<file path="src/tcpr_params.svh">
`ifndef TCPR_PARAMS_SVH
`define TCPR_PARAMS_SVH

// register byte addresses
`define TCPR_ADDR_CTRL     8'h00
`define TCPR_ADDR_FWLEN    8'h04
`define TCPR_ADDR_PPF      8'h08
`define TCPR_ADDR_DIR      8'h0C
`define TCPR_ADDR_START    8'h10
`define TCPR_ADDR_HOSTLOC  8'h14
`define TCPR_ADDR_CMD      8'h18
`define TCPR_ADDR_STATUS   8'h1C
`define TCPR_ADDR_POS      8'h20

// control and command field positions
`define TCPR_CTRL_SRC_LSB  0
`define TCPR_CTRL_GEN_BIT  3
`define TCPR_CTRL_VREF_BIT 4
`define TCPR_CTRL_FPS_LSB  8
`define TCPR_CMD_BPRST_BIT 0

// limits and reset values
`define TCPR_FW_MIN        8'h04
`define TCPR_FW_MAX        8'h28
`define TCPR_PPF_MIN       8'h02
`define TCPR_PPF_MAX       8'hFE
`define TCPR_CTRL_RST      32'h00001E00
`define TCPR_FWLEN_RST     8'h04
`define TCPR_PPF_RST       8'h02
`define TCPR_HOURS_WRAP    8'h18
`define TCPR_MINSEC_WRAP   8'h3C

`endif

</file>
<file path="src/tcpr_pkg.sv">
package tcpr_pkg;

	typedef struct packed {
		logic [7:0] hours;
		logic [7:0] minutes;
		logic [7:0] seconds;
		logic [7:0] frames;
	} tcpr_hmsf_t;

	typedef enum logic [2:0] {
		SRC_LTC,
		SRC_VITC,
		SRC_AUTO,
		SRC_SER0,
		SRC_SER1,
		SRC_BIPH
	} tcpr_src_t;

	typedef enum logic [1:0] {
		DIR_A_LEADS,
		DIR_B_LEADS,
		DIR_TACH_LOW,
		DIR_TACH_HIGH
	} tcpr_dir_t;

	// one frame forward or back, binary fields, 24 hour wrap
	function automatic tcpr_hmsf_t tcpr_step(tcpr_hmsf_t t, logic [7:0] fps, logic up);
		tcpr_hmsf_t r;
		r = t;
		if (up)
		begin
			if (t.frames + 8'h01 < fps)
				r.frames = t.frames + 8'h01;
			else
			begin
				r.frames = 8'h00;
				if (t.seconds < 8'h3B)
					r.seconds = t.seconds + 8'h01;
				else
				begin
					r.seconds = 8'h00;
					if (t.minutes < 8'h3B)
						r.minutes = t.minutes + 8'h01;
					else
					begin
						r.minutes = 8'h00;
						r.hours = (t.hours < 8'h17) ? t.hours + 8'h01 : 8'h00;
					end
				end
			end
		end
		else
		begin
			if (t.frames != 8'h00)
				r.frames = t.frames - 8'h01;
			else
			begin
				r.frames = fps - 8'h01;
				if (t.seconds != 8'h00)
					r.seconds = t.seconds - 8'h01;
				else
				begin
					r.seconds = 8'h3B;
					if (t.minutes != 8'h00)
						r.minutes = t.minutes - 8'h01;
					else
					begin
						r.minutes = 8'h3B;
						r.hours = (t.hours != 8'h00) ? t.hours - 8'h01 : 8'h17;
					end
				end
			end
		end
		return r;
	endfunction

endpackage

</file>
<file path="src/tcpr_bph_if.sv">
`timescale 1ns/1ps
`default_nettype none

interface tcpr_bph_if;
	logic                line_a;
	logic                line_b;
	logic [7:0]          pulses_each_frame;
	tcpr_pkg::tcpr_dir_t dir;
	logic [7:0]          fps;
	logic                load;
	tcpr_pkg::tcpr_hmsf_t start;
	tcpr_pkg::tcpr_hmsf_t pos;
	logic                loaded;
	logic                fwd;

	modport ctl (output line_a, line_b, pulses_each_frame, dir, fps, load, start, input pos, loaded, fwd);
	modport cnt (input line_a, line_b, pulses_each_frame, dir, fps, load, start, output pos, loaded, fwd);
endinterface

`default_nettype wire

</file>
<file path="src/tcpr_position_ref.sv">
// Overview of operation
// - freewheel length 4 to 40, steps 4
// - freewheel until code returns or count ends
// - generate mode ignores freewheel length
// - clamp requested length into 4..40
// - sources: LTC, VITC, auto, serial, biphase
// - auto mode follows the better reader
// - auto lights both LEDs plus point
// - VITC when slow, LTC when shuttling
// - video ref keeps black burst lock
// - biphase needs start frame and ppf
// - start frame held as h/m/s/f fields
// - biphase reset loads host location, display
// - pulses per frame from 2 to 254
// - direction: quadrature order or tach level
//
// Design decisions made here: the address map and the plain strobed port.
`include "tcpr_params.svh"
`timescale 1ns/1ps
`default_nettype none

module tcpr_position_ref (
	// clock and reset
	input  wire logic        mclk,
	input  wire logic        reset_n,
	// register port
	input  wire logic [7:0]  reg_addr,
	input  wire logic [31:0] reg_wdata,
	input  wire logic        reg_wr,
	input  wire logic        reg_rd,
	output logic      [31:0] reg_rdata,
	// frame clock tick
	input  wire logic        frame_tick,
	// time code readers
	input  wire logic [31:0] ltc_tc,
	input  wire logic        ltc_ok,
	input  wire logic        ltc_fast,
	input  wire logic [31:0] vitc_tc,
	input  wire logic        vitc_ok,
	input  wire logic [31:0] ser0_tc,
	input  wire logic        ser0_ok,
	input  wire logic [31:0] ser1_tc,
	input  wire logic        ser1_ok,
	// biphase pins
	input  wire logic        biph_a,
	input  wire logic        biph_b,
	// video presence
	input  wire logic        video_ref_ok,
	input  wire logic        video_in_ok,
	// position out
	output logic      [31:0] pos_tc_q,
	output logic             pos_valid_q,
	output logic             freewheeling_q,
	output logic      [31:0] disp_tc_q,
	// indicators
	output logic             ind_ltc_q,
	output logic             ind_vitc_q,
	output logic             ind_biph_q,
	output logic             disp_point_q,
	output logic             ref_resolved_q
);

	tcpr_bph_if bph ();

	logic [31:0]          ctrl_q, ctrl_d;
	logic [7:0]           fwlen_q, fwlen_d;
	logic [7:0]           ppf_q, ppf_d;
	logic [1:0]           dir_q, dir_d;
	tcpr_pkg::tcpr_hmsf_t start_q, start_d;
	tcpr_pkg::tcpr_hmsf_t hostloc_q, hostloc_d;
	logic                 load_q, load_d;
	logic [31:0]          rdata_d;
	logic [1:0]           a_sync_q, b_sync_q;

	tcpr_pkg::tcpr_src_t  src;
	logic                 gen_mode;
	logic [7:0]           fps;
	logic [7:0]           wr_len;
	logic                 wr_hit;

	tcpr_pkg::tcpr_hmsf_t pos_q, pos_d;
	logic                 valid_q, valid_d;
	logic                 fwing_q, fwing_d;
	logic [7:0]           fwcnt_q, fwcnt_d;
	logic                 auto_ltc_q, auto_ltc_d;
	tcpr_pkg::tcpr_hmsf_t disp_d;
	logic                 ind_ltc_d, ind_vitc_d, ind_biph_d, point_d, resolved_d;
	tcpr_pkg::tcpr_hmsf_t sel_tc;
	logic                 sel_ok;

	assign src      = tcpr_pkg::tcpr_src_t'(ctrl_q[`TCPR_CTRL_SRC_LSB +: 3]);
	assign gen_mode = ctrl_q[`TCPR_CTRL_GEN_BIT];
	assign fps      = ctrl_q[`TCPR_CTRL_FPS_LSB +: 8];
	assign wr_len   = (reg_wdata[31:8] != 24'h000000) ? 8'hFF : reg_wdata[7:0];

	////////////////////////////////////////////////////////////////////////////////
	// biphase pins cross in through two flops
	always_ff @(posedge mclk or negedge reset_n)
	begin
		if (!reset_n)
		begin
			a_sync_q <= 2'b00;
			b_sync_q <= 2'b00;
		end
		else
		begin
			a_sync_q <= {a_sync_q[0], biph_a};
			b_sync_q <= {b_sync_q[0], biph_b};
		end
	end

	assign bph.line_a = a_sync_q[1];
	assign bph.line_b = b_sync_q[1];
	assign bph.pulses_each_frame    = ppf_q;
	assign bph.dir    = tcpr_pkg::tcpr_dir_t'(dir_q);
	assign bph.fps    = fps;
	assign bph.load   = load_q;
	assign bph.start  = start_q;

	tcpr_biphase_counter u_counter (
		.mclk    (mclk),
		.reset_n (reset_n),
		.bph     (bph)
	);

	////////////////////////////////////////////////////////////////////////////////
	// register file
	always_comb
	begin
		ctrl_d    = ctrl_q;
		fwlen_d   = fwlen_q;
		ppf_d     = ppf_q;
		dir_d     = dir_q;
		start_d   = start_q;
		hostloc_d = hostloc_q;
		load_d    = 1'b0;
		wr_hit    = reg_wr;
		if (wr_hit)
		begin
			case (reg_addr)
				`TCPR_ADDR_CTRL:    ctrl_d = reg_wdata;
				`TCPR_ADDR_FWLEN:
				begin
					if (wr_len < `TCPR_FW_MIN)
						fwlen_d = `TCPR_FW_MIN;
					else if (wr_len > `TCPR_FW_MAX)
						fwlen_d = `TCPR_FW_MAX;
					else
						fwlen_d = {wr_len[7:2], 2'b00};
				end
				`TCPR_ADDR_PPF:
				begin
					if (wr_len < `TCPR_PPF_MIN)
						ppf_d = `TCPR_PPF_MIN;
					else if (wr_len > `TCPR_PPF_MAX)
						ppf_d = `TCPR_PPF_MAX;
					else
						ppf_d = wr_len;
				end
				`TCPR_ADDR_DIR:     dir_d = reg_wdata[1:0];
				`TCPR_ADDR_START:
				begin
					start_d = reg_wdata;
					load_d  = 1'b1;
				end
				`TCPR_ADDR_HOSTLOC: hostloc_d = reg_wdata;
				`TCPR_ADDR_CMD:
				begin
					if (reg_wdata[`TCPR_CMD_BPRST_BIT])
					begin
						start_d = hostloc_q;
						load_d  = 1'b1;
					end
				end
				default:            ctrl_d = ctrl_q;
			endcase
		end
		rdata_d = 32'h00000000;
		if (reg_rd)
		begin
			case (reg_addr)
				`TCPR_ADDR_CTRL:    rdata_d = ctrl_q;
				`TCPR_ADDR_FWLEN:   rdata_d = {24'h000000, fwlen_q};
				`TCPR_ADDR_PPF:     rdata_d = {24'h000000, ppf_q};
				`TCPR_ADDR_DIR:     rdata_d = {30'h00000000, dir_q};
				`TCPR_ADDR_START:   rdata_d = start_q;
				`TCPR_ADDR_HOSTLOC: rdata_d = hostloc_q;
				`TCPR_ADDR_STATUS:  rdata_d = {16'h0000, fwcnt_q, 1'b0, bph.fwd,
					bph.loaded, auto_ltc_q, ref_resolved_q, fwing_q, valid_q, sel_ok};
				`TCPR_ADDR_POS:     rdata_d = pos_q;
				default:            rdata_d = 32'h00000000;
			endcase
		end
	end

	always_ff @(posedge mclk or negedge reset_n)
	begin
		if (!reset_n)
		begin
			ctrl_q    <= `TCPR_CTRL_RST;
			fwlen_q   <= `TCPR_FWLEN_RST;
			ppf_q     <= `TCPR_PPF_RST;
			dir_q     <= 2'h0;
			start_q   <= '0;
			hostloc_q <= '0;
			load_q    <= 1'b0;
			reg_rdata <= 32'h00000000;
		end
		else
		begin
			ctrl_q    <= ctrl_d;
			fwlen_q   <= fwlen_d;
			ppf_q     <= ppf_d;
			dir_q     <= dir_d;
			start_q   <= start_d;
			hostloc_q <= hostloc_d;
			load_q    <= load_d;
			reg_rdata <= rdata_d;
		end
	end

	////////////////////////////////////////////////////////////////////////////////
	// source selection and position tracking
	always_comb
	begin
		if (ltc_ok && vitc_ok)
			auto_ltc_d = ltc_fast;
		else if (ltc_ok)
			auto_ltc_d = 1'b1;
		else if (vitc_ok)
			auto_ltc_d = 1'b0;
		else
			auto_ltc_d = auto_ltc_q;
		ind_ltc_d  = 1'b0;
		ind_vitc_d = 1'b0;
		ind_biph_d = 1'b0;
		point_d    = 1'b0;
		case (src)
			tcpr_pkg::SRC_LTC:
			begin
				sel_tc    = ltc_tc;
				sel_ok    = ltc_ok;
				ind_ltc_d = 1'b1;
			end
			tcpr_pkg::SRC_VITC:
			begin
				sel_tc     = vitc_tc;
				sel_ok     = vitc_ok;
				ind_vitc_d = 1'b1;
			end
			tcpr_pkg::SRC_AUTO:
			begin
				sel_tc     = auto_ltc_d ? ltc_tc : vitc_tc;
				sel_ok     = auto_ltc_d ? ltc_ok : vitc_ok;
				ind_ltc_d  = 1'b1;
				ind_vitc_d = 1'b1;
				point_d    = 1'b1;
			end
			tcpr_pkg::SRC_SER0:
			begin
				sel_tc = ser0_tc;
				sel_ok = ser0_ok;
			end
			tcpr_pkg::SRC_SER1:
			begin
				sel_tc = ser1_tc;
				sel_ok = ser1_ok;
			end
			tcpr_pkg::SRC_BIPH:
			begin
				// position only once a start is loaded
				sel_tc     = bph.pos;
				sel_ok     = bph.loaded;
				ind_biph_d = 1'b1;
			end
			default:
			begin
				sel_tc = ltc_tc;
				sel_ok = ltc_ok;
			end
		endcase
		// video ref stays on black burst
		resolved_d = ctrl_q[`TCPR_CTRL_VREF_BIT] ? video_ref_ok : video_in_ok;

		pos_d   = pos_q;
		valid_d = valid_q;
		fwing_d = 1'b0;
		fwcnt_d = fwcnt_q;
		if (gen_mode)
		begin
			if (frame_tick)
				pos_d = tcpr_pkg::tcpr_step(pos_q, fps, 1'b1);
			valid_d = 1'b1;
			fwcnt_d = 8'h00;
		end
		else if (sel_ok)
		begin
			pos_d   = sel_tc;
			valid_d = 1'b1;
			fwcnt_d = 8'h00;
		end
		else if (valid_q && fwcnt_q < fwlen_q)
		begin
			fwing_d = 1'b1;
			if (frame_tick)
			begin
				pos_d = tcpr_pkg::tcpr_step(pos_q, fps, 1'b1);
				fwcnt_d = fwcnt_q + 8'h01;
			end
		end
		else
			valid_d = 1'b0;
		// display follows a fresh start frame
		disp_d = load_q ? start_q : pos_d;
	end

	always_ff @(posedge mclk or negedge reset_n)
	begin
		if (!reset_n)
		begin
			pos_q          <= '0;
			valid_q        <= 1'b0;
			fwing_q        <= 1'b0;
			fwcnt_q        <= 8'h00;
			auto_ltc_q     <= 1'b1;
			pos_tc_q       <= 32'h00000000;
			pos_valid_q    <= 1'b0;
			freewheeling_q <= 1'b0;
			disp_tc_q      <= 32'h00000000;
			ind_ltc_q      <= 1'b0;
			ind_vitc_q     <= 1'b0;
			ind_biph_q     <= 1'b0;
			disp_point_q   <= 1'b0;
			ref_resolved_q <= 1'b0;
		end
		else
		begin
			pos_q          <= pos_d;
			valid_q        <= valid_d;
			fwing_q        <= fwing_d;
			fwcnt_q        <= fwcnt_d;
			auto_ltc_q     <= auto_ltc_d;
			pos_tc_q       <= pos_d;
			pos_valid_q    <= valid_d;
			freewheeling_q <= fwing_d;
			disp_tc_q      <= disp_d;
			ind_ltc_q      <= ind_ltc_d;
			ind_vitc_q     <= ind_vitc_d;
			ind_biph_q     <= ind_biph_d;
			disp_point_q   <= point_d;
			ref_resolved_q <= resolved_d;
		end
	end

endmodule

`default_nettype wire

</file>
<file path="src/tcpr_biphase_counter.sv">
`timescale 1ns/1ps
`default_nettype none

module tcpr_biphase_counter (
	// clock and reset
	input  wire logic mclk,
	input  wire logic reset_n,
	// counter side
	tcpr_bph_if.cnt   bph
);

	logic                 a_prev_q, a_prev_d;
	logic [7:0]           pulse_q, pulse_d;
	tcpr_pkg::tcpr_hmsf_t pos_q, pos_d;
	logic                 loaded_q, loaded_d;
	logic                 fwd_q, fwd_d;
	logic                 a_rise;
	logic                 dir_fwd;

	assign a_rise = bph.line_a & ~a_prev_q;

	////////////////////////////////////////////////////////////////////////////////
	always_comb
	begin
		a_prev_d = bph.line_a;
		pulse_d  = pulse_q;
		pos_d    = pos_q;
		loaded_d = loaded_q;
		case (bph.dir)
			tcpr_pkg::DIR_A_LEADS:   dir_fwd = ~bph.line_b;
			tcpr_pkg::DIR_B_LEADS:   dir_fwd = bph.line_b;
			tcpr_pkg::DIR_TACH_LOW:  dir_fwd = ~bph.line_b;
			tcpr_pkg::DIR_TACH_HIGH: dir_fwd = bph.line_b;
			default:                 dir_fwd = 1'b1;
		endcase
		fwd_d = a_rise ? dir_fwd : fwd_q;
		if (bph.load)
		begin
			pos_d    = bph.start;
			pulse_d  = 8'h00;
			loaded_d = 1'b1;
		end
		else if (a_rise && loaded_q)
		begin
			if (pulse_q + 8'h01 >= bph.pulses_each_frame)
			begin
				pulse_d = 8'h00;
				pos_d   = tcpr_pkg::tcpr_step(pos_q, bph.fps, dir_fwd);
			end
			else
				pulse_d = pulse_q + 8'h01;
		end
	end

	always_ff @(posedge mclk or negedge reset_n)
	begin
		if (!reset_n)
		begin
			a_prev_q <= 1'b0;
			pulse_q  <= 8'h00;
			pos_q    <= '0;
			loaded_q <= 1'b0;
			fwd_q    <= 1'b1;
		end
		else
		begin
			a_prev_q <= a_prev_d;
			pulse_q  <= pulse_d;
			pos_q    <= pos_d;
			loaded_q <= loaded_d;
			fwd_q    <= fwd_d;
		end
	end

	assign bph.pos    = pos_q;
	assign bph.loaded = loaded_q;
	assign bph.fwd    = fwd_q;

endmodule

`default_nettype wire

</file>
<file path="config.mk">
export PLATFORM = sky130hd
export DESIGN_NAME = tcpr_position_ref
export DESIGN_NICKNAME = d
export VERILOG_FILES = /design/src/tcpr_pkg.sv /design/src/tcpr_bph_if.sv /design/src/tcpr_position_ref.sv /design/src/tcpr_biphase_counter.sv
export VERILOG_INCLUDE_DIRS = /design/src
export SDC_FILE = /design/constraint.sdc
export NUM_CORES = 1
export LEC_CHECK = 0
export BUFFER_PORTS_ARGS = -buffer_cell sky130_fd_sc_hd__buf_2
export CAP_MARGIN = 40
export CORE_ASPECT_RATIO = 0.6
export CORE_MARGIN = 2
export CORE_UTILIZATION = 58
export CTS_CLUSTER_DIAMETER = 200
export DETAILED_ROUTE_END_ITERATION = 16
export PLACE_DENSITY = 0.89
export SKIP_LAST_GASP = 1
export SLEW_MARGIN = 20
export SYNTH_ARGS = -nofsm -noshare
export SYNTH_HDL_FRONTEND = slang
export SYNTH_SLANG_ARGS = --single-unit
</file>
<file path="constraint.sdc">
create_clock -name mclk -period 6.1 [get_ports mclk]
set_input_delay 0.305 -clock mclk [delete_from_list [all_inputs] [get_ports mclk]]
set_output_delay 0.305 -clock mclk [all_outputs]
set_load 0.05 [all_outputs]
</file>
==> results.json <==
{
  "status": "completed",
  "synth_mux_area_frac": 0.1113,
  "max_stage_delay_ns": 0.62,
  "crit_buf_inv": 0,
  "grt_pass1_vias": 15101,
  "synth-compound-area-share": 0.2218,
  "syn_avg_cell_area_um2": 9.618,
  "detail_route.vias_per_cell": 7.001,
  "finalWirelength_um": 59100,
  "ys_seq_elements": 272,
  "hold_path.class": "in2reg",
  "worst_slack_ns": 2.174,
  "power.density_nw_per_um2": 308.5,
  "yosys.area.top_type": "dfrtp_1",
  "synth.area.top_cells": "dfrtp_1 (42%), mux2_2 (6.3%), mux2i_1 (4.7%)",
  "cpMaxStageDelayCell": "dfrtp_1",
  "final_antenna_net_count": 0,
  "antenna_found_initial": 2,
  "setup_viol": 0,
  "synth_top_area_share": 0.4160,
  "grt_pass1_wl_um": 88540,
  "place_area_um2": 17620,
  "drc": 0,
  "syn-cell-area_um2": 15880,
  "nets": 2113,
  "crit_fanout": 12,
  "synth-edff-count": 0,
  "cp_data_required_time_ns": 6.54,
  "netlist-cell-type-count": 91,
  "cts_tree": "built",
  "worstPathCellList": "nand3_1 > nor2_1 > nand3_1 > xnor2_1 > ha_1 > nand2_1 > o21ai_0 > a22o_1 > nand2_1 > o21ai_0 > nor3_1 > a211o_1",
  "fp.dieH_um": 132.2,
  "die_area_um2": 28760,
  "drt_iter0_drc": 2880,
  "yosys.area_share.simple": 0.1352,
  "cts_made_buffers": 26,
  "root_buffer": "clkbuf_16",
  "final.setup.tns_ns": 0,
  "rows": 46,
  "place_ws_ns": 2.389,
  "seq_area_frac_synth": 0.4293,
  "clk_latency_ns": 0.56,
  "cts_sinks": 272,
  "htreeDepth": 1,
  "startpoint_type": "register",
  "r2r-start": "pos_q[2]",
  "grt_overflow_total": 0,
  "worstMarginPinSlew_ns": 1.005,
  "synth_common_cells": "dfrtp_1 (264), nand2_1 (175), o21ai_0 (114), nor2_1 (93), mux2_2 (89)",
  "reg2reg_to": "disp_tc_q[28]",
  "fin_crit_sh": 0.6436,
  "slew_headroom": 0.3303,
  "synth_top_family_by_area": "compound AO/OA/AOI/OAI gates",
  "period_minus_slack_ns": 3.926,
  "yosysMostFrequentCell": "dfrtp_1",
  "die-width_um": 217.6,
  "stdcell_area_um2": 18660,
  "core_area_um2": 26650,
  "areaGrowthSynthToFinish_pct": 17.50,
  "track_usage": 0.4009,
  "hp-start": "reg_wdata[27]",
  "fin_util": 0.7002,
  "crit_arrival_ns": 4.36,
  "clk_pin_slew_ns": 0.07,
  "synthFlopType": "dfrtp_1",
  "postCtsHoldBufs": 5,
  "avgRoutedWirePerCell_um": 26.06,
  "hold_depth": 2,
  "cp_top_family": "compound AO/OA/AOI/OAI gates",
  "criticalPathCategory": "reg2reg",
  "synthArstFlopShare": 1.000,
  "drive_gt1_frac": 0.2564,
  "grt_max_degree": 174,
  "syn_nets": 1876,
  "ff2ff_setup_slack_ns": 2.17,
  "io_buffers": 284,
  "synth_fa_ha_area_frac": 0.03451,
  "yosysWarnings": 0,
  "gp_congestion": 1.041,
  "slew_viol_final": 0,
  "end_kind": "register",
  "firstDrtPassIters": 7,
  "ir_drop_mv": 0.3172,
  "synthXorXnorAreaFrac": 0.02577,
  "dp_hpwl_um": 42990,
  "cts_setup_buffers": 0,
  "post_cts_resize_count": 0,
  "rr_worst_depth": 12,
  "p_leak_uw": 0.008353,
  "hold_viol": 0,
  "top_level_ports": 285,
  "whs_endpoint": "ctrl_q[27]",
  "vias": 15879,
  "rsz0062_at_grt": "no",
  "fin_skew_ns": 0.01172,
  "initial_core_util": 0.5959,
  "syn-instance-count": 1651,
  "clockBufferDepth": 3,
  "cap_violations": 0,
  "fmax_mhz": 254.7
}
==> report_power, final <==
part / internal, uW / switching (uW) / total, uW / leakage, uW
logic: 527 / 1140 / 1670 / 0.00434
registers: 1980 / 311 / 2290 / 0.00356
clock network: 1040 / 755 / 1800 / 0.000451
total: 3550 / 2210 / 5760 / 0.00835
==> how the worst max path moves through the flow <==
| stage | startpoint | endpoint | slack, ns | cells after the start |
|---|---|---|---|---|
| floorplan | pos_q[2] | disp_tc_q[20] | 2.76 | 13 |
| global placement | ctrl_q[1] | disp_tc_q[16] | 2.23 | 7 |
| detailed placement | pos_q[2] | disp_tc_q[28] | 2.39 | 12 |
| CTS | pos_q[2] | disp_tc_q[28] | 2.34 | 12 |
| global route | pos_q[2] | disp_tc_q[31] | 2.01 | 12 |
| finish | pos_q[2] | disp_tc_q[28] | 2.17 | 12 |
==> metrics by stage <==
| step | total power [uW] | std cells | hold slack, ns |
|---|---|---|---|
| global placement | 3857 | 2202 | 0.3389 |
| CTS | 5679 | 2261 | 0.03596 |
| detailed placement | 3903 | 2209 | 0.3403 |
| floorplan | 3316 | 1651 | 0.009409 |
| finish | 5756 | 2268 | 0.04621 |
| global route | 5931 | 2267 | 0.04937 |
==> cells in the final DEF, fill, tap and decap left out, drive strengths merged, types with 12 or more instances in the layout <==
| cell | instances |
|---|---|
| clkbuf | 39 |
| a31oi | 29 |
| nor2 | 94 |
| dfrtp | 264 |
| buf | 311 |
| o21ai | 126 |
| nand4 | 12 |
| o211ai | 14 |
| a21oi | 89 |
| and3 | 13 |
| nor3 | 28 |
| mux2i | 75 |
| a22oi | 70 |
| ha | 43 |
| xnor2 | 21 |
| a222oi | 16 |
| mux2 | 90 |
| xor2 | 24 |
| inv | 46 |
| nand3 | 53 |
| nor4 | 18 |
| nand2 | 175 |
| a221o | 19 |
| o22ai | 33 |
| a221oi | 20 |
==> flip-flops by register name, indices dropped and copies added (netlist names), 3 cells and up <==
signal / cells
reg_rdata: 32
hostloc_q: 32
ctrl_q: 32
bph.start: 32
u_counter.pulse_q: 8
pos_tc_q: 3
pos_q: 29
bph.pulses_each_frame: 8
u_counter.bph.pos: 32
disp_tc_q: 32
fwlen_q: 6
fwcnt_q: 8
==> layout make-up <==
class                           count  area [um2]
Antenna cell                        1       2.502
Clock buffer                       36       759.5
Clock inverter                     11       167.7
Fill cell                        1971        7990
Inverter                           46       172.7
Multi-Input combinational cell   1223        8449
Sequential cell                   272        6819
Tap cell                          360       450.4
Timing Repair Buffer              319        1837
==> layer usage <==
layer	share of wire	up-vias	wire, um	GRT usage
li1	-	6640	-	-
met1	0.38	7566	22330	0.5554
met3	0.16	236	9303	0.1250
met5	0.00022	-	13	0
met4	0.045	2	2635	0.1594
met2	0.42	1435	24820	0.5862
==> logic make-up after synthesis <==
group	after synthesis
adder cells (fa/ha/maj)	44
flip-flops	272
buffers and inverters	156
multiplexers	165
AND/OR/NAND/NOR	454
AO/OA/AOI/OAI	515
XOR/XNOR	45
(Power assumes the default switching activity.)
